===== src/core/mlfp_map.svh =====
// Purpose: offsets, field positions, reset values and timing counts
// Assumes: 32-bit classic wishbone, word aligned registers
// Notes:   currents in mA, amplitudes in 9-bit command units
`ifndef MLFP_MAP_SVH
`define MLFP_MAP_SVH
// register offsets (byte addresses)
`define MLFP_CFG0_ADR     8'h00
`define MLFP_CFG1_ADR     8'h04
`define MLFP_STAT_ADR     8'h08
// cfg0 field positions
`define MLFP_ACC_SEL_LSB  0
`define MLFP_LCK_SEL_LSB  4
`define MLFP_KTW_SEL_LSB  8
`define MLFP_LOCK_EN_LSB  16
`define MLFP_MECH_EN_BIT  24
`define MLFP_IND_EN_BIT   25
`define MLFP_MECH_MD_BIT  26
// cfg1 field positions
`define MLFP_RM_LSB       0
`define MLFP_KT_LSB       8
// status field positions
`define MLFP_LOCKED_BIT   0
`define MLFP_OC_BIT       1
`define MLFP_HIZ_BIT      2
`define MLFP_STATE_LSB    4
`define MLFP_CODE_LSB     8
// reset values and writable masks
`define MLFP_CFG0_RST     32'h033f_0135
`define MLFP_CFG0_MASK    32'h073f_037f
`define MLFP_CFG1_RST     32'h0000_2010
`define MLFP_CFG1_MASK    32'h0000_7f7f
// scaling of thresholds and estimates
`define MLFP_ILIM_STEP_MA 12'h064
`define MLFP_ILCK_STEP_MA 12'h0fa
`define MLFP_NOMOTOR_MA   12'h08c
`define MLFP_IR_SHIFT     8
`define MLFP_KT_SHIFT     6
`define MLFP_KTC_SHIFT    8
`define MLFP_ABN_MARGIN   10'h020
// timing
`define MLFP_CLK_MHZ      50
`define MLFP_LOCK_QUAL_MS 100
`define MLFP_LOCK_OFF_MS  5000
`define MLFP_IND_AVS_US   20
`define MLFP_IND_AVS_CYC  (`MLFP_IND_AVS_US * `MLFP_CLK_MHZ)
`endif


===== src/core/mlfp_pkg.sv =====
// Purpose: types shared by the protection core
// Assumes: one-hot state coding
// Notes:   constants live in mlfp_map.svh
package mlfp_pkg;
  // fault sequencer states
  typedef enum logic [3:0] {
    ST_RUN     = 4'b0001,
    ST_SURGE   = 4'b0010,
    ST_WAIT    = 4'b0100,
    ST_RESTART = 4'b1000
  } mlfp_state_t;
  typedef logic [5:0]  mlfp_code_t;  // one bit per lock scheme
  typedef logic [8:0]  mlfp_amp_t;   // amplitude / speed units
  typedef logic [11:0] mlfp_ma_t;    // current in mA
endpackage


===== src/core/mlfp_dwell_if.sv =====
// Purpose: run/done pair between the core and a dwell timer
// Assumes: both ends on clk_i
// Notes:   done is a level while run is held long enough
`timescale 1ns/10ps
interface mlfp_dwell_if;
  logic run;   // condition present
  logic done;  // condition held for the full count
  modport tmr (input run, output done);
  modport usr (output run, input done);
endinterface


===== src/core/mlfp_dwell.sv =====
// Purpose: counts consecutive cycles of a held condition
// Assumes: run from same-clock logic
// Notes:   done rises on the CYCLES-th consecutive run cycle
`timescale 1ns/10ps
module mlfp_dwell #(
  parameter int unsigned CW     = 32,
  parameter int unsigned CYCLES = 16
) (
  // clock and reset
  input wire logic clk_i,
  input wire logic rst_i,
  // timer port
  mlfp_dwell_if.tmr t
);
  localparam logic [CW-1:0] LAST = CW'(CYCLES - 1);
  logic [CW-1:0] cnt_r;  // cycles run has been held

  // count while run, restart when run drops
  always_ff @(posedge clk_i) begin
    if (rst_i || !t.run) begin
      cnt_r <= '0;
    end else if (cnt_r != LAST) begin
      cnt_r <= cnt_r + 1'b1;
    end
  end

  assign t.done = t.run && (cnt_r == LAST);
endmodule


===== src/core/mlfp_top.sv =====
// Purpose: lock detect, fault retry, current limit and anti-surge core
// Assumes: estimates and loop flags from same-clock motor logic
// Notes:   overcurrent and 24 V comparator pins are synchronised
// Contract
// start-up current cap lowers amplitude, no fault
// cap = I(sel) * Rm + speed * Kt
// current cap only in closed loop, never stops
// overcurrent always on, drive resumes when clear
// six lock schemes each gated by enable bit
// lock sets flag and code, restart clears
// code bits set even if scheme disabled
// lock tri-states bridge, runs anti-surge on entry
// after fault tri-state, wait retry delay, restart
// low-side current over threshold trips lock
// software sets lock current above accel limit
// bemf far above amplitude for qualify time locks
// integrated Ktc outside window for qualify time locks
// no-motor if phase U current not above 140mA
// open-loop: no bemf one cycle after handoff
// closed loop period over twice previous locks
// mechanical and inductive anti-surge separately enabled
// mechanical guard keeps amplitude at or above bemf
// mode 0: always keep amplitude above bemf
// mode 1: guard only once supply reaches 24V
// tach output held high while locked
// qualify and retry times are parameterised counters
`timescale 1ns/10ps
`include "mlfp_map.svh"
module mlfp_top
  import mlfp_pkg::*;
#(
  parameter int unsigned QUAL_CYC  = `MLFP_LOCK_QUAL_MS * 1000 * `MLFP_CLK_MHZ,
  parameter int unsigned RETRY_CYC = `MLFP_LOCK_OFF_MS * 1000 * `MLFP_CLK_MHZ,
  parameter int unsigned PER_W     = 24
) (
  // clock and reset
  input  wire logic        clk_i,
  input  wire logic        rst_i,
  // wishbone slave
  input  wire logic        wb_cyc_i,
  input  wire logic        wb_stb_i,
  input  wire logic        wb_we_i,
  input  wire logic [7:0]  wb_adr_i,
  input  wire logic [3:0]  wb_sel_i,
  input  wire logic [31:0] wb_dat_i,
  output logic      [31:0] wb_dat_o,
  output logic             wb_ack_o,
  // motor estimates, same clock
  input  wire logic [8:0]  speed_i,
  input  wire logic [8:0]  speed_cmd_i,
  input  wire logic [11:0] phase_u_ma_i,
  input  wire logic [11:0] low_side_ma_i,
  input  wire logic        closed_loop_i,
  input  wire logic        handoff_i,
  input  wire logic        ol_cycle_i,
  input  wire logic        bemf_zc_i,
  // comparator pins, asynchronous
  input  wire logic        oc_pin_i,
  input  wire logic        vcc_24v_pin_i,
  // bridge and status outputs
  output logic      [8:0]  amp_o,
  output logic             bridge_hiz_o,
  output logic             anti_surge_o,
  output logic             restart_o,
  output logic             speed_tach_high_o,
  output logic             motor_locked_o
);
  localparam int unsigned IND_CYC = `MLFP_IND_AVS_CYC;

  // configuration registers
  logic [31:0] cfg0_r;              // selects, enables, modes
  logic [31:0] cfg1_r;              // phase resistance, bemf constant
  // fault state
  mlfp_state_t state_r;             // fault sequencer
  mlfp_state_t state_nxt;           // its next value
  mlfp_code_t  code_r;              // fault_cause_code
  mlfp_code_t  code_nxt;
  logic        locked_r;            // motor_locked_flag
  logic        locked_nxt;
  // pin synchronisers
  logic        oc_m_r, oc_s_r;      // overcurrent
  logic        v24_m_r, v24_s_r;    // supply at 24 V
  // estimator state
  mlfp_amp_t   amp_r;               // buffered amplitude
  logic [23:0] ktc_acc_r;           // bemf integral over half cycle
  logic [15:0] ktc_r;               // last measured constant
  logic        ktc_vld_r;           // ktc_r holds a closed-loop value
  logic        cl_d_r;              // closed loop, one cycle late
  logic        armed_r;             // open-loop cycle with no bemf
  logic [PER_W-1:0] per_r;          // current commutation period
  logic [PER_W-1:0] prev_r;         // previous commutation period
  logic        prev_vld_r;
  // bus
  logic        bus_req;

  // field views
  logic [3:0] accel_limit_threshold_sel;
  logic [2:0] lock_current_threshold_sel;
  logic [1:0] bemf_const_window_sel;
  logic [5:0] lock_scheme_enables;
  logic       mech_surge_guard_enable;
  logic       induct_surge_guard_enable;
  logic       mech_surge_guard_mode;
  logic [6:0] phase_resistance_setting;
  logic [6:0] bemf_constant_setting;
  assign accel_limit_threshold_sel  = cfg0_r[`MLFP_ACC_SEL_LSB +: 4];
  assign lock_current_threshold_sel = cfg0_r[`MLFP_LCK_SEL_LSB +: 3];
  assign bemf_const_window_sel      = cfg0_r[`MLFP_KTW_SEL_LSB +: 2];
  assign lock_scheme_enables        = cfg0_r[`MLFP_LOCK_EN_LSB +: 6];
  assign mech_surge_guard_enable    = cfg0_r[`MLFP_MECH_EN_BIT];
  assign induct_surge_guard_enable  = cfg0_r[`MLFP_IND_EN_BIT];
  assign mech_surge_guard_mode      = cfg0_r[`MLFP_MECH_MD_BIT];
  assign phase_resistance_setting   = cfg1_r[`MLFP_RM_LSB +: 7];
  assign bemf_constant_setting      = cfg1_r[`MLFP_KT_LSB +: 7];

  // saturate a wide voltage to amplitude units
  function automatic mlfp_amp_t sat9(input logic [19:0] v);
    sat9 = (v > 20'h001ff) ? 9'h1ff : v[8:0];
  endfunction

  // ---------------- wishbone slave ----------------
  assign bus_req = wb_cyc_i && wb_stb_i && !wb_ack_o;

  // ack one cycle after the request, dropped the next cycle
  always_ff @(posedge clk_i) begin
    if (rst_i) begin
      wb_ack_o <= 1'b0;
    end else begin
      wb_ack_o <= bus_req;
    end
  end

  // read mux, unmapped addresses read zero
  always_ff @(posedge clk_i) begin
    if (rst_i) begin
      wb_dat_o <= 32'h0000_0000;
    end else if (bus_req && !wb_we_i) begin
      case (wb_adr_i)
        `MLFP_CFG0_ADR: wb_dat_o <= cfg0_r;
        `MLFP_CFG1_ADR: wb_dat_o <= cfg1_r;
        `MLFP_STAT_ADR: begin
          wb_dat_o                          <= 32'h0000_0000;
          wb_dat_o[`MLFP_LOCKED_BIT]        <= locked_r;
          wb_dat_o[`MLFP_OC_BIT]            <= oc_s_r;
          wb_dat_o[`MLFP_HIZ_BIT]           <= bridge_hiz_o;
          wb_dat_o[`MLFP_STATE_LSB +: 4]    <= state_r;
          wb_dat_o[`MLFP_CODE_LSB +: 6]     <= code_r;
        end
        default: wb_dat_o <= 32'h0000_0000;
      endcase
    end
  end

  // byte-lane writes land on the ack edge, reserved bits held at zero
  genvar b;
  generate
    for (b = 0; b < 4; b++) begin : g_lane
      always_ff @(posedge clk_i) begin
        if (rst_i) begin
          cfg0_r[8*b +: 8] <= 8'(`MLFP_CFG0_RST >> (8*b));
          cfg1_r[8*b +: 8] <= 8'(`MLFP_CFG1_RST >> (8*b));
        end else if (wb_cyc_i && wb_stb_i && wb_ack_o && wb_we_i && wb_sel_i[b]) begin
          if (wb_adr_i == `MLFP_CFG0_ADR) begin
            cfg0_r[8*b +: 8] <= wb_dat_i[8*b +: 8] & 8'(`MLFP_CFG0_MASK >> (8*b));
          end
          if (wb_adr_i == `MLFP_CFG1_ADR) begin
            cfg1_r[8*b +: 8] <= wb_dat_i[8*b +: 8] & 8'(`MLFP_CFG1_MASK >> (8*b));
          end
        end
      end
    end
  endgenerate

  // ---------------- pin synchronisers ----------------
  always_ff @(posedge clk_i) begin
    if (rst_i) begin
      oc_m_r  <= 1'b0;
      oc_s_r  <= 1'b0;
      v24_m_r <= 1'b0;
      v24_s_r <= 1'b0;
    end else begin
      oc_m_r  <= oc_pin_i;
      oc_s_r  <= oc_m_r;
      v24_m_r <= vcc_24v_pin_i;
      v24_s_r <= v24_m_r;
    end
  end

  // ---------------- voltage estimates ----------------
  logic [11:0] ilim_ma;     // selected acceleration current
  logic [11:0] ilck_ma;     // selected lock current
  logic [18:0] ir_lim;      // ilim * Rm
  logic [18:0] ir_u;        // phase U current * Rm
  logic [15:0] kt_prod;     // speed * Kt
  mlfp_amp_t   bemf_kt;     // bemf from speed and Kt
  mlfp_amp_t   bemf_cur;    // bemf from amplitude less I*R
  mlfp_amp_t   u_limit;     // acceleration voltage cap
  mlfp_amp_t   amp_cap;
  mlfp_amp_t   amp_nxt;
  logic        floor_on;    // mechanical guard active

  assign ilim_ma  = 12'((12'(accel_limit_threshold_sel) + 12'h001) * `MLFP_ILIM_STEP_MA);
  assign ilck_ma  = 12'((12'(lock_current_threshold_sel) + 12'h001) * `MLFP_ILCK_STEP_MA);
  assign ir_lim   = 19'(ilim_ma) * 19'(phase_resistance_setting);
  assign ir_u     = 19'(phase_u_ma_i) * 19'(phase_resistance_setting);
  assign kt_prod  = 16'(speed_i) * 16'(bemf_constant_setting);
  assign bemf_kt  = sat9(20'(kt_prod >> `MLFP_KT_SHIFT));
  assign u_limit  = sat9(20'(ir_lim >> `MLFP_IR_SHIFT) + 20'(bemf_kt));
  assign bemf_cur = (20'(amp_r) > 20'(ir_u >> `MLFP_IR_SHIFT))
                    ? 9'(20'(amp_r) - 20'(ir_u >> `MLFP_IR_SHIFT)) : 9'h000;

  // acceleration cap only in closed loop
  assign amp_cap  = (closed_loop_i && speed_cmd_i > u_limit) ? u_limit : speed_cmd_i;
  // mode 0 always, mode 1 only at 24 V
  assign floor_on = mech_surge_guard_enable
                    && (!mech_surge_guard_mode || v24_s_r);
  assign amp_nxt  = (floor_on && amp_cap < bemf_kt) ? bemf_kt : amp_cap;

  // buffered amplitude toward the bridge
  always_ff @(posedge clk_i) begin
    if (rst_i) begin
      amp_r <= 9'h000;
    end else begin
      amp_r <= amp_nxt;
    end
  end

  // ---------------- Ktc integration ----------------
  logic [15:0] kt_w;        // programmed constant, wide
  logic [15:0] kt_win;      // half window width
  assign kt_w   = 16'(bemf_constant_setting);
  assign kt_win = kt_w >> (2'h3 - bemf_const_window_sel);

  // integrate bemf between zero crossings
  always_ff @(posedge clk_i) begin
    if (rst_i) begin
      ktc_acc_r <= 24'h00_0000;
      ktc_r     <= 16'h0000;
      ktc_vld_r <= 1'b0;
    end else if (!closed_loop_i) begin
      ktc_acc_r <= 24'h00_0000;
      ktc_vld_r <= 1'b0;
    end else if (bemf_zc_i) begin
      ktc_r     <= 16'(ktc_acc_r >> `MLFP_KTC_SHIFT);
      ktc_acc_r <= 24'(bemf_cur);
      ktc_vld_r <= 1'b1;
    end else begin
      ktc_acc_r <= ktc_acc_r + 24'(bemf_cur);
    end
  end

  // ---------------- commutation period ----------------
  always_ff @(posedge clk_i) begin
    if (rst_i || !closed_loop_i) begin
      per_r      <= '0;
      prev_r     <= '0;
      prev_vld_r <= 1'b0;
    end else if (bemf_zc_i) begin
      prev_r     <= per_r;
      per_r      <= '0;
      prev_vld_r <= 1'b1;
    end else if (!(&per_r)) begin
      per_r <= per_r + 1'b1;
    end
  end

  // open-loop watch and loop-edge detect
  always_ff @(posedge clk_i) begin
    if (rst_i) begin
      armed_r <= 1'b0;
      cl_d_r  <= 1'b0;
    end else begin
      cl_d_r <= closed_loop_i;
      if (!handoff_i || bemf_zc_i || closed_loop_i) begin
        armed_r <= 1'b0;
      end else if (ol_cycle_i) begin
        armed_r <= 1'b1;
      end
    end
  end

  // ---------------- lock conditions ----------------
  logic       running;
  logic [5:0] hit;          // conditions seen this cycle
  logic       lock_trip;
  logic       c0, c1, c2, c3, c4, c5;
  mlfp_dwell_if q1_if ();
  mlfp_dwell_if q2_if ();
  mlfp_dwell_if retry_if ();
  mlfp_dwell_if surge_if ();

  assign running = (state_r == ST_RUN) && !oc_s_r;
  assign c0 = low_side_ma_i > ilck_ma;
  assign c1 = closed_loop_i && (10'(bemf_kt) > 10'(amp_r) + `MLFP_ABN_MARGIN);
  assign c2 = ktc_vld_r && ((ktc_r + kt_win < kt_w) || (ktc_r > kt_w + kt_win));
  assign c3 = closed_loop_i && !cl_d_r && (phase_u_ma_i <= `MLFP_NOMOTOR_MA);
  assign c4 = ol_cycle_i && armed_r && !bemf_zc_i;
  assign c5 = prev_vld_r && (per_r > {prev_r[PER_W-2:0], 1'b0});

  // held conditions qualified over the lock qualify time
  assign q1_if.run = running && c1;
  assign q2_if.run = running && c2;
  mlfp_dwell #(.CW(32), .CYCLES(QUAL_CYC)) u_qual1 (
    .clk_i (clk_i),
    .rst_i (rst_i),
    .t     (q1_if)
  );
  mlfp_dwell #(.CW(32), .CYCLES(QUAL_CYC)) u_qual2 (
    .clk_i (clk_i),
    .rst_i (rst_i),
    .t     (q2_if)
  );

  // every condition recorded, only enabled ones trip
  assign hit       = {c5, c4, c3, q2_if.done, q1_if.done, c0} & {6{running}};
  assign lock_trip = |(hit & lock_scheme_enables);

  // retry wait and inductive surge window
  assign retry_if.run = (state_r == ST_WAIT);
  assign surge_if.run = (state_r == ST_SURGE);
  mlfp_dwell #(.CW(32), .CYCLES(RETRY_CYC)) u_retry (
    .clk_i (clk_i),
    .rst_i (rst_i),
    .t     (retry_if)
  );
  mlfp_dwell #(.CW(16), .CYCLES(IND_CYC)) u_surge (
    .clk_i (clk_i),
    .rst_i (rst_i),
    .t     (surge_if)
  );

  // ---------------- fault sequencer ----------------
  always_comb begin
    state_nxt = state_r;
    case (state_r)
      ST_RUN: begin
        if (lock_trip) begin
          // inductive guard runs on entry to tri-state
          state_nxt = induct_surge_guard_enable ? ST_SURGE : ST_WAIT;
        end
      end
      ST_SURGE: begin
        if (surge_if.done) begin
          state_nxt = ST_WAIT;
        end
      end
      ST_WAIT: begin
        if (retry_if.done) begin
          state_nxt = ST_RESTART;
        end
      end
      ST_RESTART: state_nxt = ST_RUN;
      default:    state_nxt = ST_RUN;
    endcase
  end

  // flag and cause code, restart clears both, nothing sets outside ST_RUN
  always_comb begin
    if (state_r == ST_RESTART) begin
      code_nxt   = hit;
      locked_nxt = lock_trip;
    end else begin
      code_nxt   = code_r | hit;
      locked_nxt = locked_r | lock_trip;
    end
  end

  // state and fault records
  always_ff @(posedge clk_i) begin
    if (rst_i) begin
      state_r  <= ST_RUN;
      code_r   <= 6'h00;
      locked_r <= 1'b0;
    end else begin
      state_r  <= state_nxt;
      code_r   <= code_nxt;
      locked_r <= locked_nxt;
    end
  end

  // ---------------- registered outputs ----------------
  always_ff @(posedge clk_i) begin
    if (rst_i) begin
      bridge_hiz_o      <= 1'b1;
      anti_surge_o      <= 1'b0;
      restart_o         <= 1'b0;
      speed_tach_high_o <= 1'b0;
      motor_locked_o    <= 1'b0;
      amp_o             <= 9'h000;
    end else begin
      bridge_hiz_o      <= oc_s_r || (state_nxt != ST_RUN);
      anti_surge_o      <= (state_nxt == ST_SURGE) || (floor_on && amp_cap < bemf_kt);
      restart_o         <= (state_nxt == ST_RESTART);
      speed_tach_high_o <= locked_nxt;
      motor_locked_o    <= locked_nxt;
      amp_o             <= amp_nxt;
    end
  end
endmodule


===== config.mk =====
export PLATFORM = sky130hd
export DESIGN_NAME = mlfp_top
export DESIGN_NICKNAME = d
export VERILOG_FILES = /design/src/core/mlfp_pkg.sv /design/src/core/mlfp_dwell_if.sv /design/src/core/mlfp_dwell.sv /design/src/core/mlfp_top.sv
export VERILOG_INCLUDE_DIRS = /design/src /design/src/core
export SDC_FILE = /design/constraint.sdc
export NUM_CORES = 1
export LEC_CHECK = 0
export ABC_CLOCK_PERIOD_IN_PS = 12200
export BUFFER_PORTS_ARGS = -buffer_cell sky130_fd_sc_hd__buf_2
export CAP_MARGIN = 20
export CORE_ASPECT_RATIO = 1.25
export CORE_MARGIN = 2
export CORE_UTILIZATION = 55
export CTS_BUF_LIST = sky130_fd_sc_hd__clkbuf_8
export CTS_CLUSTER_SIZE = 30
export DETAILED_ROUTE_END_ITERATION = 16
export GPL_ROUTABILITY_DRIVEN = 0
export PLACE_DENSITY = 0.76
export SETUP_SLACK_MARGIN = 0.15
export SKIP_CTS_REPAIR_TIMING = 1
export SLEW_MARGIN = 20
export SYNTH_ARGS = -nofsm -noshare
export SYNTH_HDL_FRONTEND = slang
export SYNTH_SLANG_ARGS = --single-unit

===== constraint.sdc =====
create_clock -name clk_i -period 12.2 [get_ports clk_i]
set_clock_uncertainty 0.2 [all_clocks]
set_input_delay 3.66 -clock clk_i [delete_from_list [all_inputs] [get_ports clk_i]]
set_output_delay 3.66 -clock clk_i [all_outputs]
set_load 0.02 [all_outputs]

==> flow_metrics.py <==
metrics = {
    "logic_synthesis": {
        "synthAdderAreaFrac": 0.250,
        "synthCells": 2705,
        "ys_seq_area_frac": 0.249,
        "synth_warnings": 0,
        "synth_xor_area_frac": 0.0787,
        "synth-compound-area-share": 0.117,
        "ys_types": 97,
        "ys_ff_latch": 286,
        "synth-edff-count": 0,
        "synth-simple-area-share": 0.221,
        "avgSynthCellArea_um2": 8.51,
        "synth_top_family_by_area": "adder cells",
        "synth_area_um2": 23000,
        "async_flop_share": 0,
        "ys.flop_type": "dfxtp_1",
        "synthMuxAreaShare": 0.0296,
    },
    "worst_setup_path": {
        "cp_max_fo": 7,
        "slowest_stage": "fa_1",
        "reg2regPathDepth": 49,
        "end_kind": "register",
        "crit_type": "input pin to register",
        "reg2reg_slack_ns": 0.86,
        "timing.rr.start": "accel_limit_threshold_sel[0]$_SDFFE_PP1P_",
        "critPathRequiredTime_ns": 12.49,
        "cp_slowest_stage_delay_ns": 0.54,
        "reg2reg_to": "amp_o[4]$_SDFF_PP0_",
        "crit_arrival_ns": 12.15,
        "start_kind": "input pin",
    },
    "sta": {
        "period_share": 0.972,
        "slew_violations": 0,
        "setup_viol": 0,
        "whs_ns": 0.256,
        "hold_viol_final": 0,
        "worst_slew_pin_slew_ns": 1.03,
        "fmaxAchievable_mhz": 84.3,
        "period_minus_slack_ns": 11.86,
        "relSlewSlack": 0.311,
        "rsz0062_at_grt": "true",
    },
    "clock_tree": {
        "cts_htree_levels": 2,
        "numCtsBuffers": 44,
        "cts_tree": "built",
        "clock-sinks": 286,
        "cts_buffer_depth": 3,
        "clk_latency_ns": 0.59,
        "clk_pin_slew_worst_paths_ns": 0.06,
        "clock-root-buffer": "clkbuf_8",
    },
    "power": {
        "powerDensity_nw_per_um2": 83.7,
        "power_uw": 2200,
        "power_leakage_uw": 0.0119,
        "vdd_drop_max_mv": 0.117,
    },
    "place": {
        "portBuffers": 126,
        "dp_hpwl_mm": 44.8,
    },
    "min_path": {
        "min_path_type": "register to register",
        "worstHoldPathCells": 2,
        "hold_start": "wb_dat_o[18]$_SDFFE_PP0P_",
        "worstHoldEndpoint": "wb_dat_o[18]$_SDFFE_PP0P_",
    },
    "die": {
        "core-area_um2": 41200,
        "floorplan.initialDensity": 0.558,
        "die_area_um2": 43500,
        "die_h_um": 233,
        "io_pins": 144,
        "fp-row-count": 83,
        "dieWidth_um": 187,
    },
    "route": {
        "dr.first_iter.drc_count": 1293,
        "via_count": 19900,
        "wirelength_mm": 58.3,
        "post_drt_wl_per_cell_um": 16.6,
        "drt-pass1-iter-count": 7,
        "final_antenna_net_count": 0,
        "vias_per_cell": 5.66,
        "drc": 0,
    },
    "global_routing": {
        "antenna_found_initial": 6,
        "grt_pass1_vias": 20200,
        "track_usage": 0.264,
        "grt_remaining_overflow": 0,
        "grt_max_degree": 62,
        "grt_first_pass_wirelength_mm": 94.9,
    },
    "run_status": {
        "status": "completed",
    },
    "layout": {
        "drive_above_1_share": 0.152,
        "fill_cells": 3432,
        "fin_nets": 3398,
        "syn_to_final_growth_pct": 14.4,
    },
    "job": {
        "cap_violations": 0,
    },
}
==> flip-flops by register name, summed over array words and instances (netlist names), 2 cells and up <==
signal and count:
cfg1_r 7, per_r 24, u_qual1.cnt_r 32, ktc_acc_r 24, u_surge.cnt_r 16, bemf_constant_setting 7
u_retry.cnt_r 32, code_r 6, bemf_const_window_sel 2, state_r 4, accel_limit_threshold_sel 4, wb_dat_o 24
u_qual2.cnt_r 32, ktc_r 16, cfg0_r 12, prev_r 23, amp_o 9
==> critical path, delay by kind of cell <==
family | cells | cell delay [ns]
buffers and inverters | 7 | 0.66
multiplexers | 1 | 0.42
AND/OR/NAND/NOR | 9 | 1.66
AO/OA/AOI/OAI | 17 | 2.66
adder cells (fa/ha/maj) | 8 | 3.07
==> stage by stage <==
step	area (µm²)	worst slack [ns]	util	cells	TNS (ns)
floorplan	23200	0.151	-	2712	0
global placement	24900	-0.288	0.605	3416	-2.59
detailed placement	24900	-0.484	0.605	3416	-5.71
CTS	25900	0.110	0.629	3498	0
global route	26300	-0.0119	0.638	3513	-0.0222
finish	26300	0.338	0.638	3513	0
==> Yosys cell counts (7+ instances only) <==
| cell type | instances | area, µm² |
|---|---|---|
| o211ai_1 | 7 | 52.6 |
| a22oi_1 | 15 | 113 |
| clkbuf_1 | 66 | 248 |
| dfxtp_1 | 286 | 5730 |
| xor2_1 | 118 | 1030 |
| or3_1 | 24 | 150 |
| and3_1 | 36 | 225 |
| nand4_1 | 48 | 300 |
| o21a_1 | 17 | 128 |
| nand2_1 | 306 | 1150 |
| mux2i_1 | 57 | 571 |
| nand2b_1 | 25 | 156 |
| fa_1 | 132 | 2640 |
| o22ai_1 | 10 | 62.6 |
| o21ai_0 | 80 | 400 |
| a211oi_1 | 9 | 67.6 |
| nor2b_1 | 43 | 269 |
| a22o_1 | 7 | 61.3 |
| nor3_1 | 35 | 175 |
| inv_1 | 232 | 871 |
| or2_2 | 10 | 62.6 |
| nor2_1 | 283 | 1060 |
| nand3_1 | 79 | 395 |
| xnor2_1 | 87 | 762 |
| nor4_1 | 17 | 106 |
| buf_4 | 9 | 67.6 |
| and4_1 | 12 | 105 |
| o21bai_1 | 15 | 113 |
| and2_1 | 102 | 638 |
| a21o_1 | 43 | 323 |
| a21oi_1 | 117 | 586 |
| ha_1 | 246 | 3080 |
==> cell families (layout without fill, tap and decap cells) <==
family | Yosys count | count (layout)
other | 1 | 10
adders and majority gates | 382 | 382
and+or+nand+nor | 1052 | 1052
buffers and inverters | 318 | 565
AOI/OAI and AO/OA | 396 | 396
xor gates and xnor gates | 206 | 206
muxes | 64 | 64
DFF | 286 | 286
==> per-layer routing <==
| metal | share of wire | GRT usage | wire length, µm | up-vias |
|---|---|---|---|---|
| met5 | 0.00058 | 0 | 34 | - |
| met4 | 0.047 | 0.127 | 2770 | 6 |
| met3 | 0.054 | 0.0388 | 3120 | 173 |
| met2 | 0.50 | 0.483 | 29100 | 589 |
| met1 | 0.40 | 0.301 | 23300 | 9561 |
| li1 | - | - | - | 9557 |
==> report_power, final <==
group          internal (µW)  switching (µW)  total, µW
logic                    148             204        352
clock network            494             393        886
registers                948            17.5        965
==> worst max path at each step <==
stage                     startpoint                  end  slack, ns  cells past startpoint
after floorplan           speed_i[3]  amp_o[1]$_SDFF_PP0_       0.15                     43
after global placement    speed_i[3]  amp_o[1]$_SDFF_PP0_      -0.29                     43
after detailed placement  speed_i[3]  amp_o[4]$_SDFF_PP0_      -0.48                     42
after CTS                 speed_i[3]  amp_o[2]$_SDFF_PP0_       0.11                     42
after global routing      speed_i[4]  amp_o[2]$_SDFF_PP0_      -0.01                     43
final                     speed_i[3]  amp_o[2]$_SDFF_PP0_       0.34                     42
==> cells in the final DEF, fill, tap and decap left out, types with 23 or more instances in the layout <==
cell type,instances
o21ai_0,77
a21oi_1,106
xor2_1,118
a21o_1,42
or3_1,23
and3_1,35
nand2b_1,24
nand2_1,302
nand4_1,48
nor2_1,278
nor2b_1,41
ha_1,239
buf_2,126
nor3_1,33
xnor2_1,86
buf_4,121
dfxtp_1,286
clkbuf_8,58
nand3_1,77
mux2i_1,57
fa_1,131
inv_1,233
and2_1,98
==> layout make-up <==
cell class                 instances  area (µm²)  area share
multi-input combinational       2108       16500       0.625
sequential                       286        5730       0.218
timing repair buffer             249        1560      0.0593
inverter                         234         883      0.0336
clock buffer                      58         798      0.0303
tap                              552         691      0.0262
clock inverter                    24         196     0.00746
antenna                            2        5.00    0.000190
Note: power is estimated with default switching activity, not from simulation.
